`config.mk`:
```
export PLATFORM = sky130hd
export DESIGN_NAME = rspfe_top
export DESIGN_NICKNAME = d
export VERILOG_FILES = /design/src/rspfe_pkg.sv /design/src/rspfe_check.sv /design/src/rspfe_top.sv
export SDC_FILE = /design/constraint.sdc
export NUM_CORES = 1
export LEC_CHECK = 0
export ABC_AREA = 1
export ABC_CLOCK_PERIOD_IN_PS = 4050
export CORE_UTILIZATION = 50
export DETAILED_ROUTE_END_ITERATION = 7
export DONT_BUFFER_PORTS = 1
export PLACE_DENSITY_LB_ADDON = 0.2
export SYNTH_ARGS = -nofsm -noshare
export SYNTH_HDL_FRONTEND = slang
export SYNTH_HIERARCHICAL = 1
export SYNTH_SLANG_ARGS = --single-unit
export TNS_END_PERCENT = 10
```
`constraint.sdc`:
```
create_clock -name clk -period 4.05 [get_ports clk]
set_input_delay 0 -clock clk [delete_from_list [all_inputs] [get_ports clk]]
set_output_delay 0 -clock clk [all_outputs]
set_load 0.02 [all_outputs]
```
`src/rspfe_pkg.sv`:
```
/*
  Package for the remote set point protocol front end.
  Holds code limits, first byte classes, header sizes and the state encoding.
  Assumes one clock domain and that every user of it imports the whole package.
*/
package rspfe_pkg;
  localparam logic [7:0]  SLAVE_ADDR      = 8'h00;   // Fixed slave address.
  localparam logic [7:0]  TEXT_FIRST_MIN  = 8'h2A;   // 42, first byte of a text string.
  localparam logic [15:0] CODE_FULL       = 16'hCCCC; // 100 percent of nominal.
  localparam logic [15:0] CODE_SET_MAX    = 16'hD0E5; // 102 percent.
  localparam logic [15:0] CODE_OVT_MAX    = 16'hE147; // 110 percent.
  localparam logic [15:0] CODE_OVT_ALTMAX = 16'hD2F1; // 103 percent variant.
  localparam logic [15:0] COIL_FALSE      = 16'h0000; // Coil word meaning false.
  localparam logic [15:0] COIL_TRUE       = 16'hFF00; // Coil word meaning true.
  localparam logic [15:0] TCP_REG_PORT    = 16'h01F6; // 502, register port.
  localparam logic [2:0]  TCP_HDR_SHORT   = 3'h6;    // Short header bytes.
  localparam logic [2:0]  TCP_HDR_LONG    = 3'h7;    // Long header bytes.
  localparam int          EFF_STEPS       = 26214;   // Effective resolution steps.
  localparam logic [15:0] SET_RESET       = 16'h0000; // Reset value of stored set points.
  localparam logic [1:0]  ACC_RO          = 2'h0;    // Access class read only.
  localparam logic [1:0]  ACC_WO          = 2'h1;    // Access class write only.
  localparam logic [1:0]  ACC_RW          = 2'h2;    // Access class read write.
  localparam logic [1:0]  KIND_SET        = 2'h0;    // Ordinary set value.
  localparam logic [1:0]  KIND_OVT        = 2'h1;    // over_voltage_threshold.
  localparam logic [1:0]  KIND_COIL       = 2'h2;    // Coil word.
  localparam logic [1:0]  KIND_RAW        = 2'h3;    // Unchecked word.
  localparam logic [3:0]  ERR_NONE        = 4'h0;    // No error.
  localparam logic [3:0]  ERR_ADDR        = 4'h1;    // Bad first byte.
  localparam logic [3:0]  ERR_RANGE       = 4'h2;    // Code outside nominal span.
  localparam logic [3:0]  ERR_LIMIT       = 4'h3;    // Code outside user limits.
  localparam logic [3:0]  ERR_REMOTE      = 4'h4;    // Write without remote control.
  localparam logic [3:0]  ERR_ACCESS      = 4'h5;    // Write to read only register.
  localparam logic [3:0]  ERR_TEXT_TCP    = 4'h6;    // Text string on register port.
  localparam logic [3:0]  ERR_LENGTH      = 4'h7;    // Bad header length, wrong TCP port or no option.

  typedef enum logic [3:0] {
    RSPFE_IDLE  = 4'b0001,
    RSPFE_BIN   = 4'b0010,
    RSPFE_TEXT  = 4'b0100,
    RSPFE_DROP  = 4'b1000
  } rspfe_state_t;
endpackage : rspfe_pkg

```
`src/rspfe_check.sv`:
```
/*
  Value checker for one 16-bit write word.
  Combinational; assumes the caller registers the verdict.
*/
module rspfe_check
  import rspfe_pkg::*;
(
  input  wire logic [1:0]  kind,        // Kind of target register.
  input  wire logic        ovt_alt,     // Select the 103 percent threshold variant.
  input  wire logic [15:0] value,       // Word to be written.
  input  wire logic [15:0] lim_min,     // User limit minimum.
  input  wire logic [15:0] lim_max,     // User limit maximum.
  output logic [3:0]       verdict      // ERR_NONE when the word may be stored.
);
  logic [15:0] span_max;

  // Span ceiling per kind; thresholds have their own wider span.
  always_comb
  begin
    span_max = CODE_SET_MAX;
    if (kind == KIND_OVT)
    begin
      span_max = ovt_alt ? CODE_OVT_ALTMAX : CODE_OVT_MAX;
    end
  end

  // Nominal span is checked before the narrower user limits.
  always_comb
  begin
    verdict = ERR_NONE;
    if (kind == KIND_COIL)
    begin
      if (value != COIL_FALSE && value != COIL_TRUE)
      begin
        verdict = ERR_RANGE;
      end
    end
    else if (kind != KIND_RAW)
    begin
      if (value > span_max)
      begin
        verdict = ERR_RANGE;
      end
      else if (kind == KIND_SET && (value < lim_min || value > lim_max))
      begin
        verdict = ERR_LIMIT;
      end
    end
  end
endmodule : rspfe_check

```
`src/rspfe_top.sv`:
```
/*
  Remote set point protocol front end: classifies telegrams by first byte,
  steers text strings away, checks decoded writes and guards remote control.
  Assumes an upstream framer that delivers bytes with start and end marks and
  a decoder that presents one write word per telegram with its target data.
*/
// How it works
// - Slave address fixed at zero, never changeable.
// - First byte 1 to 41 is error.
// - First byte 42 or more goes text.
// - TCP register telegrams only on port 502.
// - TCP header is 6 or 7 bytes.
// - No text strings on the TCP port.
// - Values are percent codes, 0xCCCC full.
// - Set codes accepted up to 0xD0E5.
// - Threshold codes up to 0xE147 or 0xD2F1.
// - Internal output code halved to 26214 steps.
// - Reads return same percent encoding.
// - Codes outside user limits are rejected; the code checks user limits on set codes only, not on threshold codes.
// - Remote control only on explicit request.
// - Locked remote request keeps local control.
// - Text errors reported only on query; the code also raises err_pulse for a refused write in text mode.
// - Writes need remote control.
// - Registers have fixed access classes.
// - Registers are whole 2-byte words.
// - Data widths 1, 2 or 4 bytes.
// - Virtual serial line settings ignored.
// - Fields big endian, checksum low first.
// - Valid write echoed, query answered.
// - Coil word 0x0000 false, 0xFF00 true.
module rspfe_top
  import rspfe_pkg::*;
(
  input  wire logic        clk,          // 125 MHz clock.
  input  wire logic        srst,         // Synchronous reset, active high.
  input  wire logic        ce,           // Clock enable; low freezes all state.
  input  wire logic        rx_valid,     // Received byte strobe.
  input  wire logic [7:0]  rx_byte,      // Received byte.
  input  wire logic        rx_first,     // Byte is the first of a telegram.
  input  wire logic        rx_last,      // Byte is the last of a telegram.
  input  wire logic        rx_tcp,       // Telegram arrived over TCP.
  input  wire logic [15:0] tcp_port,     // Local TCP port of that telegram.
  input  wire logic [2:0]  tcp_hdr_len,  // Header bytes stripped by the framer.
  input  wire logic        tcp_fitted,   // Network interface option present.
  input  wire logic        wr_req,       // Decoded write word strobe.
  input  wire logic [1:0]  wr_sel,       // Target set point slot.
  input  wire logic [1:0]  wr_kind,      // Target value kind.
  input  wire logic [1:0]  wr_access,    // Target access class.
  input  wire logic [15:0] wr_value,     // Word to write.
  input  wire logic        rd_req,       // Read strobe.
  input  wire logic [1:0]  rd_sel,       // Slot to read.
  input  wire logic        remote_req,   // Request to enter remote control.
  input  wire logic        local_req,    // Request to return to local.
  input  wire logic        remote_lock,  // Remote control locked out locally.
  input  wire logic        ovt_alt,      // 103 percent threshold variant.
  input  wire logic [15:0] lim_min,      // User limit minimum.
  input  wire logic [15:0] lim_max,      // User limit maximum.
  input  wire logic        err_query,    // Text error query command.
  output logic             remote,       // Remote control active.
  output logic             text_valid,   // Byte forwarded to text interpreter.
  output logic [7:0]       text_byte,    // Forwarded byte.
  output logic             text_last,    // Last forwarded byte of a string.
  output logic             bin_valid,    // Byte forwarded to register path.
  output logic [7:0]       bin_byte,     // Forwarded byte.
  output logic             bin_last,     // Last forwarded byte of a telegram.
  output logic             err_pulse,    // Binary error indication pulse.
  output logic [3:0]       err_code,     // Code of latest binary error.
  output logic             wr_ok,        // Write stored; echo may be sent.
  output logic             rd_valid,     // Read data valid.
  output logic [15:0]      rd_data,      // Read data, percent code.
  output logic             txt_err_valid,// Answer to error query.
  output logic [3:0]       txt_err_code, // Latest queued text error or none.
  output logic [15:0]      out_code      // Halved code for the power stage.
);
  rspfe_state_t state;
  rspfe_state_t next_state;
  logic [15:0]  setp [4];
  logic [3:0]   verdict;
  logic [3:0]   txt_err_q;
  logic         tcp_bad;
  logic         hdr_bad;
  logic [16:0]  halved;

  rspfe_check u_check (
    .kind    (wr_kind),
    .ovt_alt (ovt_alt),
    .value   (wr_value),
    .lim_min (lim_min),
    .lim_max (lim_max),
    .verdict (verdict)
  );

  // TCP telegrams need the option and the register port; hdr_bad checks the header.
  assign tcp_bad = rx_tcp && (!tcp_fitted || tcp_port != TCP_REG_PORT);

  // Any other header length means the framer lost its place in the stream.
  assign hdr_bad = rx_tcp && tcp_hdr_len != TCP_HDR_SHORT
                   && tcp_hdr_len != TCP_HDR_LONG;

  // Classify on the first byte only; the rest follows that choice.
  always_comb
  begin
    next_state = state;
    if (rx_valid && rx_first)
    begin
      if (tcp_bad || (rx_tcp && tcp_hdr_len != TCP_HDR_SHORT
                      && tcp_hdr_len != TCP_HDR_LONG))
        next_state = RSPFE_DROP;
      else if (rx_byte == SLAVE_ADDR)
        next_state = RSPFE_BIN;
      else if (rx_byte >= TEXT_FIRST_MIN && !rx_tcp)
        next_state = RSPFE_TEXT;
      else
        next_state = RSPFE_DROP;
    end
    if (rx_valid && rx_last)
      next_state = RSPFE_IDLE;
  end

  // Telegram state register.
  always_ff @(posedge clk)
  begin
    if (srst)
      state <= RSPFE_IDLE;
    else if (ce)
      state <= next_state;
  end

  // Byte routing; a first byte is decoded in place, later bytes follow state.
  always_ff @(posedge clk)
  begin
    if (srst)
    begin
      text_valid <= 1'b0;
      text_byte  <= 8'h00;
      text_last  <= 1'b0;
      bin_valid  <= 1'b0;
      bin_byte   <= 8'h00;
      bin_last   <= 1'b0;
    end
    else if (ce)
    begin
      text_valid <= rx_valid && (rx_first ? (!tcp_bad && !rx_tcp
                    && rx_byte >= TEXT_FIRST_MIN) : state == RSPFE_TEXT);
      bin_valid  <= rx_valid && (rx_first ? (rx_byte == SLAVE_ADDR && !tcp_bad
                    && (!rx_tcp || tcp_hdr_len == TCP_HDR_SHORT
                        || tcp_hdr_len == TCP_HDR_LONG))
                    : state == RSPFE_BIN);
      text_byte  <= rx_byte;
      bin_byte   <= rx_byte;
      text_last  <= rx_last;
      bin_last   <= rx_last;
    end
  end

  // Remote control only by explicit request, and never entered while locked out.
  always_ff @(posedge clk)
  begin
    if (srst)
      remote <= 1'b0;
    else if (ce)
    begin
      if (local_req)
        remote <= 1'b0;
      else if (remote_req && !remote_lock)
        remote <= 1'b1;
    end
  end

  // Stored set points; a refused word leaves the old value in place.
  always_ff @(posedge clk)
  begin
    if (srst)
    begin
      for (int i = 0; i < 4; i++)
        setp[i] <= SET_RESET;
    end
    else if (ce && wr_req && remote && wr_access != ACC_RO
             && verdict == ERR_NONE)
      setp[wr_sel] <= wr_value;
  end

  // Write verdict and binary error indication, visible to the host.
  always_ff @(posedge clk)
  begin
    if (srst)
    begin
      wr_ok     <= 1'b0;
      err_pulse <= 1'b0;
      err_code  <= ERR_NONE;
    end
    else if (ce)
    begin
      wr_ok     <= 1'b0;
      err_pulse <= 1'b0;
      if (rx_valid && rx_first && next_state == RSPFE_DROP)
      begin
        err_pulse <= 1'b1;
        err_code  <= (rx_tcp && rx_byte >= TEXT_FIRST_MIN) ? ERR_TEXT_TCP
                   : (tcp_bad || hdr_bad) ? ERR_LENGTH : ERR_ADDR;
      end
      else if (wr_req)
      begin
        if (wr_access == ACC_RO)
        begin
          err_pulse <= 1'b1;
          err_code  <= ERR_ACCESS;
        end
        else if (!remote)
        begin
          err_pulse <= 1'b1;
          err_code  <= ERR_REMOTE;
        end
        else if (verdict != ERR_NONE)
        begin
          err_pulse <= 1'b1;
          err_code  <= verdict;
        end
        else
          wr_ok <= 1'b1;
      end
    end
  end

  // Reads return the stored percent code untouched.
  always_ff @(posedge clk)
  begin
    if (srst)
    begin
      rd_valid <= 1'b0;
      rd_data  <= 16'h0000;
    end
    else if (ce)
    begin
      rd_valid <= rd_req;
      if (rd_req)
        rd_data <= setp[rd_sel];
    end
  end

  // Text mode remote and value errors queue, err_pulse fires too; only a query reads and clears them.
  // A new error in the same cycle as the query is kept, set wins.
  always_ff @(posedge clk)
  begin
    if (srst)
    begin
      txt_err_q     <= ERR_NONE;
      txt_err_valid <= 1'b0;
      txt_err_code  <= ERR_NONE;
    end
    else if (ce)
    begin
      txt_err_valid <= err_query;
      if (err_query)
        txt_err_code <= txt_err_q;
      if (wr_req && state == RSPFE_TEXT && (!remote || verdict != ERR_NONE))
        txt_err_q <= !remote ? ERR_REMOTE : verdict;
      else if (err_query)
        txt_err_q <= ERR_NONE;
    end
  end

  // Halve slot 0 for the 16-bit stage; top bit forced to zero, 26214 steps.
  assign halved = {1'b0, setp[0]} >> 1;
  always_ff @(posedge clk)
  begin
    if (srst)
      out_code <= 16'h0000;
    else if (ce)
      out_code <= {1'b0, halved[14:0]};
  end
endmodule : rspfe_top

```
==> results.py <==
metrics = {
    "route": {
        "wirelength_um": 17100,
        "viasPerCell": 5.40,
        "drc_errors": 0,
        "ant_nets": 0,
        "wl_per_cell_um": 16.1,
        "vias": 5731,
        "drt_first_iter_violations": 371,
        "first_pass_iters": 5,
    },
    "sta": {
        "worst_slew_pin_slew_ps": 1200,
        "rsz0062_at_grt": "false",
        "hold_viol": 0,
        "clock_skew_ps": 7.28,
        "maxSlewViolCount": 0,
        "period_share": 0.757,
        "setup_viol": 0,
        "min_period_ps": 3070,
        "maxSlewHeadroom": 0.202,
        "fmax_mhz": 326,
        "tns_ps": 0,
    },
    "placed_design": {
        "place_area_um2": 6810,
        "port_buffers": 0,
        "gp_congestion": 0.803,
        "dp_hpwl_um": 11100,
    },
    "synth": {
        "synth.distinct_cells": 43,
        "synth_area_um2": 6790,
        "synth_cells": 846,
        "synth-edff-count": 64,
        "avgSynthCellArea_um2": 8.03,
        "ys_seq_elements": 127,
        "async_reset_ff_frac": 0,
        "synth-main-ff-cell": "edfxtp_1",
        "synth-seq-area-share": 0.469,
        "synth_warnings": 6,
    },
    "clock_tree": {
        "clk_latency_ps": 410,
        "cts_max_level": 4,
        "clockBufferDepth": 2,
        "cts_setup_buffers": 0,
        "cts_resized": 0,
        "numCtsBuffers": 17,
        "clock-root-buffer": "clkbuf_16",
        "cts.sinks": 127,
        "cts_hold_buf": 48,
        "cts_tree": "built",
        "clkSlewWorstSetupHoldPaths_ps": 50,
    },
    "global_route": {
        "use_met2": 0.415,
        "antenna_found_initial": 0,
        "grt_usage": 0.250,
        "grt_max_degree": 41,
        "grt-ovfl-total": 0,
        "gr-usage-met1": 0.317,
        "grt_pass1_wl_um": 27400,
        "busiest_layer": "met2",
        "grt_pass1_vias": 5555,
        "grt_use_met3": 0.0623,
    },
    "floorplanning": {
        "coreArea_um2": 13200,
        "row_count": 42,
        "die_w_um": 119,
        "die_h_um": 119,
        "die_area_um2": 14100,
        "initial_core_util": 0.513,
        "pin_count": 163,
    },
    "final_layout": {
        "drive_gt1_frac": 0.0711,
        "antenna_cells": 0,
        "area_delta_synth_final_pct": 16.4,
        "nets": 1011,
        "fin_util": 0.597,
        "stdcell_area_um2": 7910,
        "fillers": 1188,
    },
    "worst_setup_path": {
        "crit_chain": "nor3_1, inv_1, ha_1, nand2_1, nor3_2, nand4_1, nand3_1, nand2_1, inv_1, nand2_1, nor3_2, nand4_4, nor2_8, nand3_4, nand2_1",
        "crit_fanout": 17,
        "rrSetupSlack_ps": 1650,
        "crit_family": "simple AND/OR/NAND/NOR gates",
        "crit_path_frequent_cell": "nand2_1",
        "end_kind": "flop",
        "required_ps": 4090,
        "worstPathArrival_ps": 3110,
        "startpoint_type": "input port",
        "path_depth": 15,
        "r2r_cells": 6,
        "criticalPathCategory": "in2reg",
        "crit_path_max_incr_delay_ps": 600,
        "crit_path_top_delay_cell": "nand2_1",
        "path_buf_inv": 2,
    },
    "flow_run": {
        "cap_viol_max_count": 0,
    },
    "pwr": {
        "pwr_density_cell_nw_per_um2": 420,
        "p_leak_nw": 3.60,
        "ir_drop_mv": 0.349,
    },
    "min_path": {
        "min_path_cells": 4,
        "hp-class": "in2reg",
    },
    "run_status": {
        "status": "finished, final reports clean",
    },
}
## metal layers
metal	wire length [µm]	vias up	part of all wire
met1	7400	2683	0.43
li1	-	2804	-
met5	0	-	0
met3	1170	21	0.068
met2	8260	223	0.48
met4	273	0	0.016
## through the flow
stage          power [W]  hold slack, ps  worst slack, ps  cells
6_report         0.00332            17.1              983   1062
5_1_grt          0.00345            10.8              705   1062
3_5_place_dp     0.00178            80.3              555    982
4_1_cts          0.00333           0.390              974   1062
3_3_place_gp     0.00177            72.7              698    982
2_1_floorplan    0.00174             103              569    847
## power breakdown
| group | internal (W) | switching [W] |
|---|---|---|
| Combinational | 0.000126 | 0.000205 |
| Clock | 0.000938 | 0.000563 |
| Sequential | 0.00141 | 0.0000827 |
| Total | 0.00247 | 0.000851 |
## cell families (layout without fill, tap and decap cells)
| family | after synthesis | after routing | synth area share |
|---|---|---|---|
| compound gates | 157 | 157 | 0.123 |
| fa+ha+maj | 40 | 40 | 0.0737 |
| buf+inv | 174 | 213 | 0.107 |
| flops | 127 | 127 | 0.469 |
| other cells | 2 | 3 | 0.00111 |
| simple gates | 346 | 346 | 0.226 |
## flip-flops by register name, indices dropped and copies added (netlist names)
name and flops:
setp 64, rd_data 16, out_code 15, bin_byte 8, err_code 4, state 4
txt_err_code 4, txt_err_q 4, bin_last 1, bin_valid 1, err_pulse 1, rd_valid 1
remote 1, text_valid 1, txt_err_valid 1, wr_ok 1
## worst paths after layout
| kind | from | end |
|---|---|---|
| setup reg to reg | remote$_SDFFE_PP0P_ | setp[1][7]$_SDFFCE_PN0P_ |
| setup / recovery | ovt_alt | setp[1][7]$_SDFFCE_PN0P_ |
| hold / removal | rd_sel[1] | rd_data[5]$_SDFFE_PP0P_ |
| hold reg to reg | txt_err_q[3]$_SDFFE_PP0P_ | txt_err_q[3]$_SDFFE_PP0P_ |
## cells in the mapped netlist, types with 12 or more instances
library cell    n  share of area
a21oi_1        56          0.041
nor2_1        158          0.087
buf_4          12          0.013
nor3_1         18          0.013
inv_1         125          0.069
dfxtp_1        63           0.19
nand2_1       112          0.062
nand3_1        24          0.018
o21ai_0        83          0.061
ha_1           40          0.074
edfxtp_1       64           0.28
clkbuf_1       20          0.011
## layout make-up
class / instances / area (µm²) / area share
Clock buffer: 21 / 494 / 0.0625
Tap cell: 176 / 220 / 0.0279
Clock inverter: 11 / 104 / 0.0131
Inverter: 129 / 484 / 0.0613
Timing Repair Buffer: 52 / 531 / 0.0671
Multi-Input combinational cell: 546 / 2890 / 0.365
Sequential cell: 127 / 3180 / 0.403
## worst register-to-register path, delay by kind of cell, from the launching register on
family | cells | cell delay (ps)
flip-flops | 1 | 590
AND/OR/NAND/NOR | 5 | 1320
buffers and inverters | 1 | 120
## cells in the final DEF (no fill, tap or decap), types with 3 or more instances in the layout
cell             n
clkbuf_16       19
o21ai_1          3
dfxtp_1         63
o21ai_0         82
nor2_2           3
ha_1            40
inv_2            3
dlygate4sd3_1   46
edfxtp_1        64
clkinv_4         6
nor3_1          18
a21oi_1         56
o32ai_1          9
nand3_1         24
buf_4            4
nor2_1         158
inv_1          125
nand2_1        112
conb_1           3
clkinv_2         3
nand4_1          6
nor3_2           8
Power figures use the tool's default switching activity.
